<file path="src/hw/usrp_defs.vh">
`ifndef USRP_DEFS_VH
`define USRP_DEFS_VH

// clock rate of clk_i
`define USRP_CLK_HZ          50000000
`define USRP_CLK_PERIOD_NS   20

// remote wakeup resume signalling length on the bus, in ms
`define USRP_RWAKE_MS        10
// length of the core reinit pulse, in ns
`define USRP_CORE_RST_NS     320

// reset values
`define USRP_SUSPEND_N_RST   1'b1
`define USRP_PHY_LP_N_RST    1'b1
`define USRP_WAKE_N_RST      1'b1
`define USRP_SLEEP_REQ_RST   1'b0
`define USRP_RWAKE_REQ_RST   1'b0
`define USRP_WAKE_EN_RST     1'b0
`define USRP_IRQ_FLAG_RST    1'b0
`define USRP_CORE_RST_N_RST  1'b0

// positions within the synchronised input vector
`define USRP_SYNC_W          5
`define USRP_SI_SUSPEND      0
`define USRP_SI_RESUME       1
`define USRP_SI_SUPPLY       2
`define USRP_SI_PHYCLK       3
`define USRP_SI_SOFTRST      4

`endif

</file>
<file path="src/hw/usrp_power_ctrl.v">
// Function
// RQ1: on bus suspend drive suspend indication low and raise suspend/resume interrupt.
// RQ2: software clears the suspend/resume interrupt before continuing the suspend sequence.
// RQ3: software writing PHY sleep request 1 drives PHY low-power output low.
// RQ4: software stops the PHY clock gate after sleep request, restarts it later; here phy_clk_enable_o follows the low-power output.
// RQ5: host resume signalling returns the suspend indication high.
// RQ6: rising suspend indication automatically returns PHY low-power output high.
// RQ7: every suspend indication deassertion raises the suspend/resume interrupt again.
// RQ8: PHY low-power output deasserted lets the PHY clock supply resume.
// RQ9: software waits 2.5 s after wake, then reads bus power sense.
// RQ10: on host resume software follows the resume sequence, not disconnect.
// RQ11: on disconnect software clears PHY sleep request, deasserting PHY low-power output.
// RQ12: clearing wake interrupt and wake enable deasserts the wake output.
// RQ13: setting core soft reset control reinitialises the controller core.
// RQ14: remote wake request in suspend signals wakeup and raises suspend indication.
// RQ15: remote wake request bit self-clears once the PHY clock runs again.
// RQ16: resume while host clock stopped drives wake low and raises wake interrupt.
// RQ17: host clock returning drives PHY low-power high and clears sleep request.
// RQ18: asynchronous bus and PHY events are synchronised before touching interrupt flags.
`timescale 1ns/1ps
`default_nettype none
`include "usrp_defs.vh"

module usrp_power_ctrl #(
    parameter RWAKE_CYC = (`USRP_RWAKE_MS * (`USRP_CLK_HZ / 1000)),
    parameter CORE_RST_CYC = ((`USRP_CORE_RST_NS + `USRP_CLK_PERIOD_NS - 1)
                              / `USRP_CLK_PERIOD_NS)
) (
    input  wire clk_i,
    input  wire rst_n_i,
    // line monitor and PHY, asynchronous
    input  wire bus_suspend_det_i,
    input  wire bus_resume_det_i,
    input  wire bus_supply_present_i,
    input  wire phy_clk_running_i,
    // low-power controller, same domain: high while host clock was gated
    input  wire host_clk_stopped_i,
    // software controls, one-cycle write strobes except the levels susp_irq_en_i and core_soft_reset_ctl_i
    input  wire phy_sleep_set_i,
    input  wire phy_sleep_clr_i,
    input  wire remote_wake_set_i,
    input  wire wake_en_set_i,
    input  wire wake_en_clr_i,
    input  wire susp_irq_clr_i,
    input  wire wake_irq_clr_i,
    input  wire susp_irq_en_i,
    input  wire core_soft_reset_ctl_i,
    // outputs
    output reg  suspend_n_o,
    output reg  phy_low_power_n_o,
    output reg  phy_clk_enable_o,
    output reg  wake_n_o,
    output reg  wake_irq_o,
    output reg  device_ctrl_irq_o,
    output reg  susp_irq_flag_o,
    output reg  phy_sleep_req_o,
    output reg  remote_wake_req_o,
    output reg  remote_wake_sig_o,
    output reg  wake_en_o,
    output reg  bus_power_sense_o,
    output reg  core_reset_n_o
);

    localparam RW_W = 20;
    localparam CR_W = 8;

    // counts are cut to the counter widths on purpose
    localparam integer    RWAKE_M1   = RWAKE_CYC - 1;
    localparam integer    CRST_M1    = CORE_RST_CYC - 1;
    localparam [RW_W-1:0] RWAKE_LAST = RWAKE_M1[RW_W-1:0];
    localparam [CR_W-1:0] CRST_LAST  = CRST_M1[CR_W-1:0];

    // remote wake sequencer
    localparam [1:0] RW_IDLE = 2'b00;
    localparam [1:0] RW_SIG  = 2'b01;
    localparam [1:0] RW_WAIT = 2'b10;

    wire [`USRP_SYNC_W-1:0] sync_w;
    wire                    susp_det_s;
    wire                    resume_det_s;
    wire                    supply_s;
    wire                    phyclk_s;
    wire                    softrst_s;

    reg  suspend_n_r;
    reg  suspend_n_nxt;
    reg  phy_lp_n_r;
    reg  phy_lp_n_nxt;
    reg  sleep_req_r;
    reg  sleep_req_nxt;
    reg  wake_en_r;
    reg  wake_n_r;
    reg  wake_n_nxt;
    reg  wake_flag_r;
    reg  susp_flag_r;
    reg  rwake_req_r;
    reg  rwake_req_nxt;
    reg  susp_det_d_r;
    reg  phyclk_d_r;
    reg  host_stop_d_r;
    reg  softrst_d_r;
    reg  [1:0] rw_state_r;
    reg  [1:0] rw_state_nxt;
    reg  [RW_W-1:0] rw_cnt_r;
    reg  [RW_W-1:0] rw_cnt_nxt;
    reg  [CR_W-1:0] crst_cnt_r;
    reg  crst_busy_r;

    wire suspend_enter_w;
    wire suspend_leave_w;
    wire host_clk_back_w;
    wire phyclk_start_w;
    wire softrst_rise_w;
    wire wake_event_w;

    usrp_sync2 #(
        .W (`USRP_SYNC_W)
    ) u_sync (
        .clk_i   (clk_i),
        .rst_n_i (rst_n_i),
        .async_i ({core_soft_reset_ctl_i, phy_clk_running_i, bus_supply_present_i,
                   bus_resume_det_i, bus_suspend_det_i}),
        .sync_o  (sync_w)
    ); // RQ18

    assign susp_det_s   = sync_w[`USRP_SI_SUSPEND];
    assign resume_det_s = sync_w[`USRP_SI_RESUME];
    assign supply_s     = sync_w[`USRP_SI_SUPPLY];
    assign phyclk_s     = sync_w[`USRP_SI_PHYCLK];
    assign softrst_s    = sync_w[`USRP_SI_SOFTRST];

    assign suspend_leave_w = !suspend_n_r && suspend_n_nxt;
    assign suspend_enter_w = suspend_n_r && !suspend_n_nxt;
    assign host_clk_back_w = host_stop_d_r && !host_clk_stopped_i;
    assign phyclk_start_w  = phyclk_s && !phyclk_d_r;
    assign softrst_rise_w  = softrst_s && !softrst_d_r;
    // resume seen or supply lost while armed for wake
    assign wake_event_w = wake_en_r && (resume_det_s || !supply_s); // RQ16

    // suspend indication
    always @* begin
        suspend_n_nxt = suspend_n_r;
        if (suspend_n_r) begin
            // a freshly latched suspend is not re-entered while remote wake runs
            if (susp_det_s && !susp_det_d_r && rw_state_r == RW_IDLE) begin
                suspend_n_nxt = 1'b0; // RQ1
            end
        end else if (resume_det_s) begin
            suspend_n_nxt = 1'b1; // RQ5
        end else if (remote_wake_set_i) begin
            suspend_n_nxt = 1'b1; // RQ14
        end
    end

    // phy sleep request and phy low-power output
    always @* begin
        sleep_req_nxt = sleep_req_r;
        phy_lp_n_nxt  = phy_lp_n_r;
        if (phy_sleep_clr_i) begin
            sleep_req_nxt = 1'b0;
            phy_lp_n_nxt  = 1'b1; // RQ11
        end
        if (phy_sleep_set_i) begin
            sleep_req_nxt = 1'b1;
            phy_lp_n_nxt  = 1'b0; // RQ3
        end
        // hardware wake-ups override a same-cycle software set of the low-power output; only host clock return also clears the sleep request
        if (suspend_leave_w) begin
            phy_lp_n_nxt = 1'b1; // RQ6
        end
        if (host_clk_back_w) begin
            phy_lp_n_nxt  = 1'b1; // RQ17
            sleep_req_nxt = 1'b0; // RQ17
        end
    end

    // remote wake signalling sequencer
    always @* begin
        rw_state_nxt  = rw_state_r;
        rw_cnt_nxt    = rw_cnt_r;
        rwake_req_nxt = rwake_req_r;
        case (rw_state_r)
            RW_IDLE: begin
                if (remote_wake_set_i && !suspend_n_r) begin
                    rwake_req_nxt = 1'b1;
                    rw_cnt_nxt    = {RW_W{1'b0}};
                    rw_state_nxt  = RW_SIG; // RQ14
                end
            end
            RW_SIG: begin
                if (rw_cnt_r == RWAKE_LAST) begin
                    rw_state_nxt = RW_WAIT;
                end else begin
                    rw_cnt_nxt = rw_cnt_r + 1'b1;
                end
            end
            RW_WAIT: begin
                // request bit stays until the phy clock is back
                if (!rwake_req_r) begin
                    rw_state_nxt = RW_IDLE;
                end
            end
            default: begin
                rw_state_nxt = RW_IDLE;
            end
        endcase
        if (phyclk_start_w && rwake_req_r) begin
            rwake_req_nxt = 1'b0; // RQ15
        end
    end

    // wake output: released only once flag and enable are both gone
    always @* begin
        wake_n_nxt = wake_n_r;
        if (wake_event_w) begin
            wake_n_nxt = 1'b0; // RQ16
        end else if (!wake_flag_r && !wake_en_r) begin
            wake_n_nxt = 1'b1; // RQ12
        end
    end

    always @(posedge clk_i or negedge rst_n_i) begin
        if (!rst_n_i) begin
            suspend_n_r   <= `USRP_SUSPEND_N_RST;
            phy_lp_n_r    <= `USRP_PHY_LP_N_RST;
            sleep_req_r   <= `USRP_SLEEP_REQ_RST;
            wake_en_r     <= `USRP_WAKE_EN_RST;
            wake_n_r      <= `USRP_WAKE_N_RST;
            wake_flag_r   <= `USRP_IRQ_FLAG_RST;
            susp_flag_r   <= `USRP_IRQ_FLAG_RST;
            rwake_req_r   <= `USRP_RWAKE_REQ_RST;
            susp_det_d_r  <= 1'b0;
            phyclk_d_r    <= 1'b0;
            host_stop_d_r <= 1'b0;
            softrst_d_r   <= 1'b0;
            rw_state_r    <= RW_IDLE;
            rw_cnt_r      <= {RW_W{1'b0}};
        end else begin
            suspend_n_r   <= suspend_n_nxt;
            phy_lp_n_r    <= phy_lp_n_nxt;
            sleep_req_r   <= sleep_req_nxt;
            wake_n_r      <= wake_n_nxt;
            rwake_req_r   <= rwake_req_nxt;
            rw_state_r    <= rw_state_nxt;
            rw_cnt_r      <= rw_cnt_nxt;
            susp_det_d_r  <= susp_det_s;
            phyclk_d_r    <= phyclk_s;
            host_stop_d_r <= host_clk_stopped_i;
            softrst_d_r   <= softrst_s;
            if (wake_en_set_i) begin
                wake_en_r <= 1'b1;
            end else if (wake_en_clr_i) begin
                wake_en_r <= 1'b0; // RQ12
            end
            // set wins over a same-cycle clear
            if (suspend_enter_w || suspend_leave_w) begin
                susp_flag_r <= 1'b1; // RQ1 RQ7
            end else if (susp_irq_clr_i) begin
                susp_flag_r <= 1'b0;
            end
            if (wake_event_w) begin
                wake_flag_r <= 1'b1; // RQ16
            end else if (wake_irq_clr_i) begin
                wake_flag_r <= 1'b0; // RQ12
            end
        end
    end

    // core reinit pulse on a rising soft reset control
    always @(posedge clk_i or negedge rst_n_i) begin
        if (!rst_n_i) begin
            crst_busy_r <= 1'b1;
            crst_cnt_r  <= {CR_W{1'b0}};
        end else if (softrst_rise_w) begin
            crst_busy_r <= 1'b1; // RQ13
            crst_cnt_r  <= {CR_W{1'b0}};
        end else if (crst_busy_r) begin
            if (crst_cnt_r == CRST_LAST) begin
                crst_busy_r <= 1'b0;
            end else begin
                crst_cnt_r <= crst_cnt_r + 1'b1;
            end
        end
    end

    // registered outputs, one cycle behind the state
    always @(posedge clk_i or negedge rst_n_i) begin
        if (!rst_n_i) begin
            suspend_n_o       <= `USRP_SUSPEND_N_RST;
            phy_low_power_n_o <= `USRP_PHY_LP_N_RST;
            phy_clk_enable_o  <= 1'b0;
            wake_n_o          <= `USRP_WAKE_N_RST;
            wake_irq_o        <= 1'b0;
            device_ctrl_irq_o <= 1'b0;
            susp_irq_flag_o   <= `USRP_IRQ_FLAG_RST;
            phy_sleep_req_o   <= `USRP_SLEEP_REQ_RST;
            remote_wake_req_o <= `USRP_RWAKE_REQ_RST;
            remote_wake_sig_o <= 1'b0;
            wake_en_o         <= `USRP_WAKE_EN_RST;
            bus_power_sense_o <= 1'b0;
            core_reset_n_o    <= `USRP_CORE_RST_N_RST;
        end else begin
            suspend_n_o       <= suspend_n_r;
            phy_low_power_n_o <= phy_lp_n_r;
            // phy clock supply follows the low-power output
            phy_clk_enable_o  <= phy_lp_n_r; // RQ8
            wake_n_o          <= wake_n_r;
            wake_irq_o        <= wake_flag_r;
            device_ctrl_irq_o <= susp_flag_r && susp_irq_en_i;
            susp_irq_flag_o   <= susp_flag_r;
            phy_sleep_req_o   <= sleep_req_r;
            remote_wake_req_o <= rwake_req_r;
            remote_wake_sig_o <= (rw_state_r == RW_SIG); // RQ14
            wake_en_o         <= wake_en_r;
            // software samples this after its settle wait
            bus_power_sense_o <= supply_s; // RQ9
            core_reset_n_o    <= !crst_busy_r; // RQ13
        end
    end

endmodule

`default_nettype wire

</file>
<file path="src/hw/usrp_sync2.v">
`timescale 1ns/1ps
`default_nettype none

module usrp_sync2 #(
    parameter W = 1
) (
    input  wire         clk_i,
    input  wire         rst_n_i,
    input  wire [W-1:0] async_i,
    output reg  [W-1:0] sync_o
);

    reg [W-1:0] meta_r;

    // first stage feeds only the second stage
    always @(posedge clk_i or negedge rst_n_i) begin
        if (!rst_n_i) begin
            meta_r <= {W{1'b0}};
            sync_o <= {W{1'b0}};
        end else begin
            meta_r <= async_i;
            sync_o <= meta_r;
        end
    end

endmodule

`default_nettype wire

</file>
<file path="config.mk">
export PLATFORM = sky130hd
export DESIGN_NAME = usrp_power_ctrl
export DESIGN_NICKNAME = d
export VERILOG_FILES = /design/src/hw/usrp_power_ctrl.v /design/src/hw/usrp_sync2.v
export VERILOG_INCLUDE_DIRS = /design/src /design/src/hw
export SDC_FILE = /design/constraint.sdc
export NUM_CORES = 1
export LEC_CHECK = 0
export ABC_AREA = 1
export BUFFER_PORTS_ARGS = -buffer_cell sky130_fd_sc_hd__buf_2
export CAP_MARGIN = 20
export CORE_ASPECT_RATIO = 0.7
export CORE_MARGIN = 2
export CORE_UTILIZATION = 30
export CTS_CLUSTER_DIAMETER = 200
export DETAILED_ROUTE_END_ITERATION = 6
export PLACE_DENSITY_LB_ADDON = 0.2
export SLEW_MARGIN = 20
export SYNTH_ARGS = -nofsm -noshare
export SYNTH_HDL_FRONTEND = slang
export SYNTH_HIERARCHICAL = 1
export SYNTH_SLANG_ARGS = --single-unit
</file>
<file path="constraint.sdc">
create_clock -name clk_i -period 1.4 [get_ports clk_i]
set_input_delay 0.21 -clock clk_i [delete_from_list [all_inputs] [get_ports clk_i]]
set_output_delay 0.21 -clock clk_i [all_outputs]
set_load 0.02 [all_outputs]
</file>
==> run summary <==
status -> finished clean
max-cap viol count -> 0
average wire per standard cell -> 12.8 um
max-slew violation count -> 0
Syn Area/Cell -> 8.51 um^2
sequential-to-total area share from yosys stat -> 0.553
RePlAce Congestion -> 0.850
synthesized netlist cell count -> 353
Static Leak -> 2.13 nW
PwrDens -> 1130 nW/um^2
Cell Area, Placed -> 3670 um^2
Worst-Margin Slew -> 0.354 ns
Die Y-Extent -> 87.7 um
Reg2Reg Capture Point -> rw_cnt_r[18]
largest net degree at the start of global routing -> 67
CTS tree -> done
total track usage -> 0.154
Critical Path Sink -> rw_cnt_r[18]
Synth Warn # -> 6
initial antenna violation count -> 0
Clk Latency, worst-skew pair -> 0.33 ns
DR pass1 iterations -> 4
CP Data Required Time -> 1.62 ns
register area -> 1660 um^2
asr flop ratio synth -> 1.00
clock-pin slew on the worst setup and hold paths -> 0.06 ns
EDFF count, synth -> 0
fillers -> 944
Post-synth top flop -> dfrtp_1
vias in the first global route -> 2468
worst r2r src -> rw_cnt_r[12]
Hold WS -> 0.0566 ns
Die X -> 124 um
crit path max fanout -> 4
via count -> 2590
share of layout cells above drive strength 1 -> 0.346
starting density of the core -> 0.309
RSZ-0062 raised after global routing -> yes
Final Hold Vio Count -> 0
Cell Int Power -> 0.00361 W
clock sink count -> 66
Netlist cell types -> 28
drt via density -> 4.45
worst min-delay path class -> input port to flop
Core Footprint -> 9720 um^2
Net Switching -> 0.00117 W
num rows -> 30
Worst Clk Skew -> 0.00465 ns
DP Wirelength -> 5320 um
CTS Buf Count -> 9
synthesized net count -> 371
synthesis-stage register bit count -> 66
gr ovfl total -> 0
slew margin rel. -> 0.764
CTS root buf -> clkbuf_16
commonest cells after routing, fill and taps aside -> 91 x nand2_1, 57 x dfrtp_1, 52 x buf_4
fin area -> 4240 um^2
fin crit period -> 1.37 ns
first-pass GRT wire length -> 12500 um
Crit. End Element -> flop
Routed Antenna Nets -> 0
I/O pins -> 29
final setup vio count -> 0
Logic pwr share -> 0.085
Crit. Startpoint -> rw_cnt_r[12]
CP Data Arrival Time -> 1.59 ns
Max Root-Sink Buffers -> 2
Startpoint Class -> flop
Final period util -> 0.977
DRT iter0 DRCs -> 190
fmax -> 0.731 GHz
area occupied by multi-input gates -> 1310 um^2
Clk pwr share -> 0.473
sw frac -> 0.245
Flop pwr share -> 0.442
Worst R2R Setup Slack -> 0.03 ns
Worst Reg-to-Reg Cells -> 8
DIE AREA -> 10800 um^2
synthesis-to-finish area growth -> 41.3%
wirelength, routed -> 7450 um
Layout Utilization -> 0.437
number of buffers added on ports -> 28
post-synthesis cell area -> 3000 um^2
VDD IR max -> 0.851 mV
NumNets Final -> 467
CTS H-Tree Depth -> 3
most common library cell in the layout ignoring fill and taps -> nand2_1
# DRC -> 0
critical path class -> flop to flop
diode count -> 0
[per-layer routing]
metal  track usage  share of wire  vias to the layer above
met3        0.0475          0.061                        6
met2         0.197           0.38                       58
met5             0              0                        -
met4        0.0599          0.012                        0
met1         0.237           0.54                     1199
li1              -              -                     1327
[power by group through the flow]
stage | sequential [W] | combinational, W | clock [W]
after floorplan | 0.00216 | 0.000170 | 0
after CTS | 0.00211 | 0.000402 | 0.00234
after global routing | 0.00213 | 0.000461 | 0.00243
after detailed placement | 0.00215 | 0.000385 | 0
final | 0.00212 | 0.000405 | 0.00226
after global placement | 0.00214 | 0.000378 | 0
[registers in the layout, indices dropped and copies added (netlist names), 2 cells and up]
register       cells
crst_cnt_r         8
u_sync/sync_o      5
rw_state_r         2
rw_cnt_r          20
u_sync/meta_r      5
[cell usage after synthesis (2+ instances only)]
master	n	area share
or2_2	3	0.0062
buf_6	2	0.0075
o21bai_1	3	0.0075
nand3b_1	3	0.0075
buf_2	4	0.0067
nand3_2	2	0.0067
nand2_1	99	0.12
nor2_1	39	0.049
nand4_1	9	0.019
o21ai_0	10	0.017
dfstp_2	7	0.061
nand3_1	44	0.073
nor3_1	4	0.0067
inv_1	35	0.044
xor2_1	5	0.015
nand2_2	3	0.0062
nor2_2	5	0.010
a31o_2	3	0.0087
dfrtp_1	59	0.49
a21oi_1	4	0.0067
inv_2	2	0.0025
ha_1	2	0.0083
[final cells by class]
cell class              instances  share of cell area
clock inverters                 7              0.0183
clock buffers                   9              0.0531
repair buffers                 91               0.156
flip-flops and latches         66               0.392
multi-input cells             244               0.310
well taps                     128              0.0377
inverters                      37              0.0333
[worst max-delay path, stage by stage (launching register included)]
cell,delay [ns]
dfrtp_1,0.42
buf_4,0.14
nand2_1,0.06
nor2_1,0.20
nand2_1,0.12
o21ai_2,0.14
nand2_1,0.07
nand2_1,0.07
nand2_1,0.04
[metrics by stage]
step,setup slack [ns],setup TNS [ns],power [W],cells
global route,-0.0690,-0.950,0.00503,582
CTS,0.00390,0,0.00485,577
global placement,-0.0523,-0.254,0.00252,553
finish,0.0319,0,0.00478,582
detailed placement,-0.103,-1.27,0.00253,553
floorplan,0.0119,0,0.00233,353
[kinds of logic (layout without fill, tap and decap cells)]
logic type | Yosys count | in the layout | synth area share
buffers and inverters | 43 | 144 | 0.0604
adders and majority gates | 2 | 2 | 0.00833
DFF | 66 | 66 | 0.553
AOI/OAI and AO/OA | 23 | 23 | 0.0466
and+or+nand+nor | 213 | 213 | 0.314
xor gates and xnor gates | 6 | 6 | 0.0175
[worst min path at each step]
stage | from | end | depth (start not counted)
after floorplan | rst_n_i | bus_power_sense_o | 0
after global placement | rst_n_i | core_reset_n_o | 2
after detailed placement | rst_n_i | core_reset_n_o | 2
after CTS | wake_irq_clr_i | wake_flag_r | 2
after global routing | wake_en_clr_i | wake_en_r | 2
final | wake_irq_clr_i | wake_flag_r | 2
[repair_timing]
| item | CTS | global route |
|---|---|---|
| pin swaps | 4 | 6 |
| cloned | 0 | 0 |
| endpoints found under the setup margin | 20 | 26 |
| endpoints found under the hold margin | 65 | 0 |
| gates resized for setup | 13 | 33 |
| setup buffers | 1 | 5 |
| hold buffers | 7 | 0 |
Note: power is estimated with default switching activity, not from simulation.
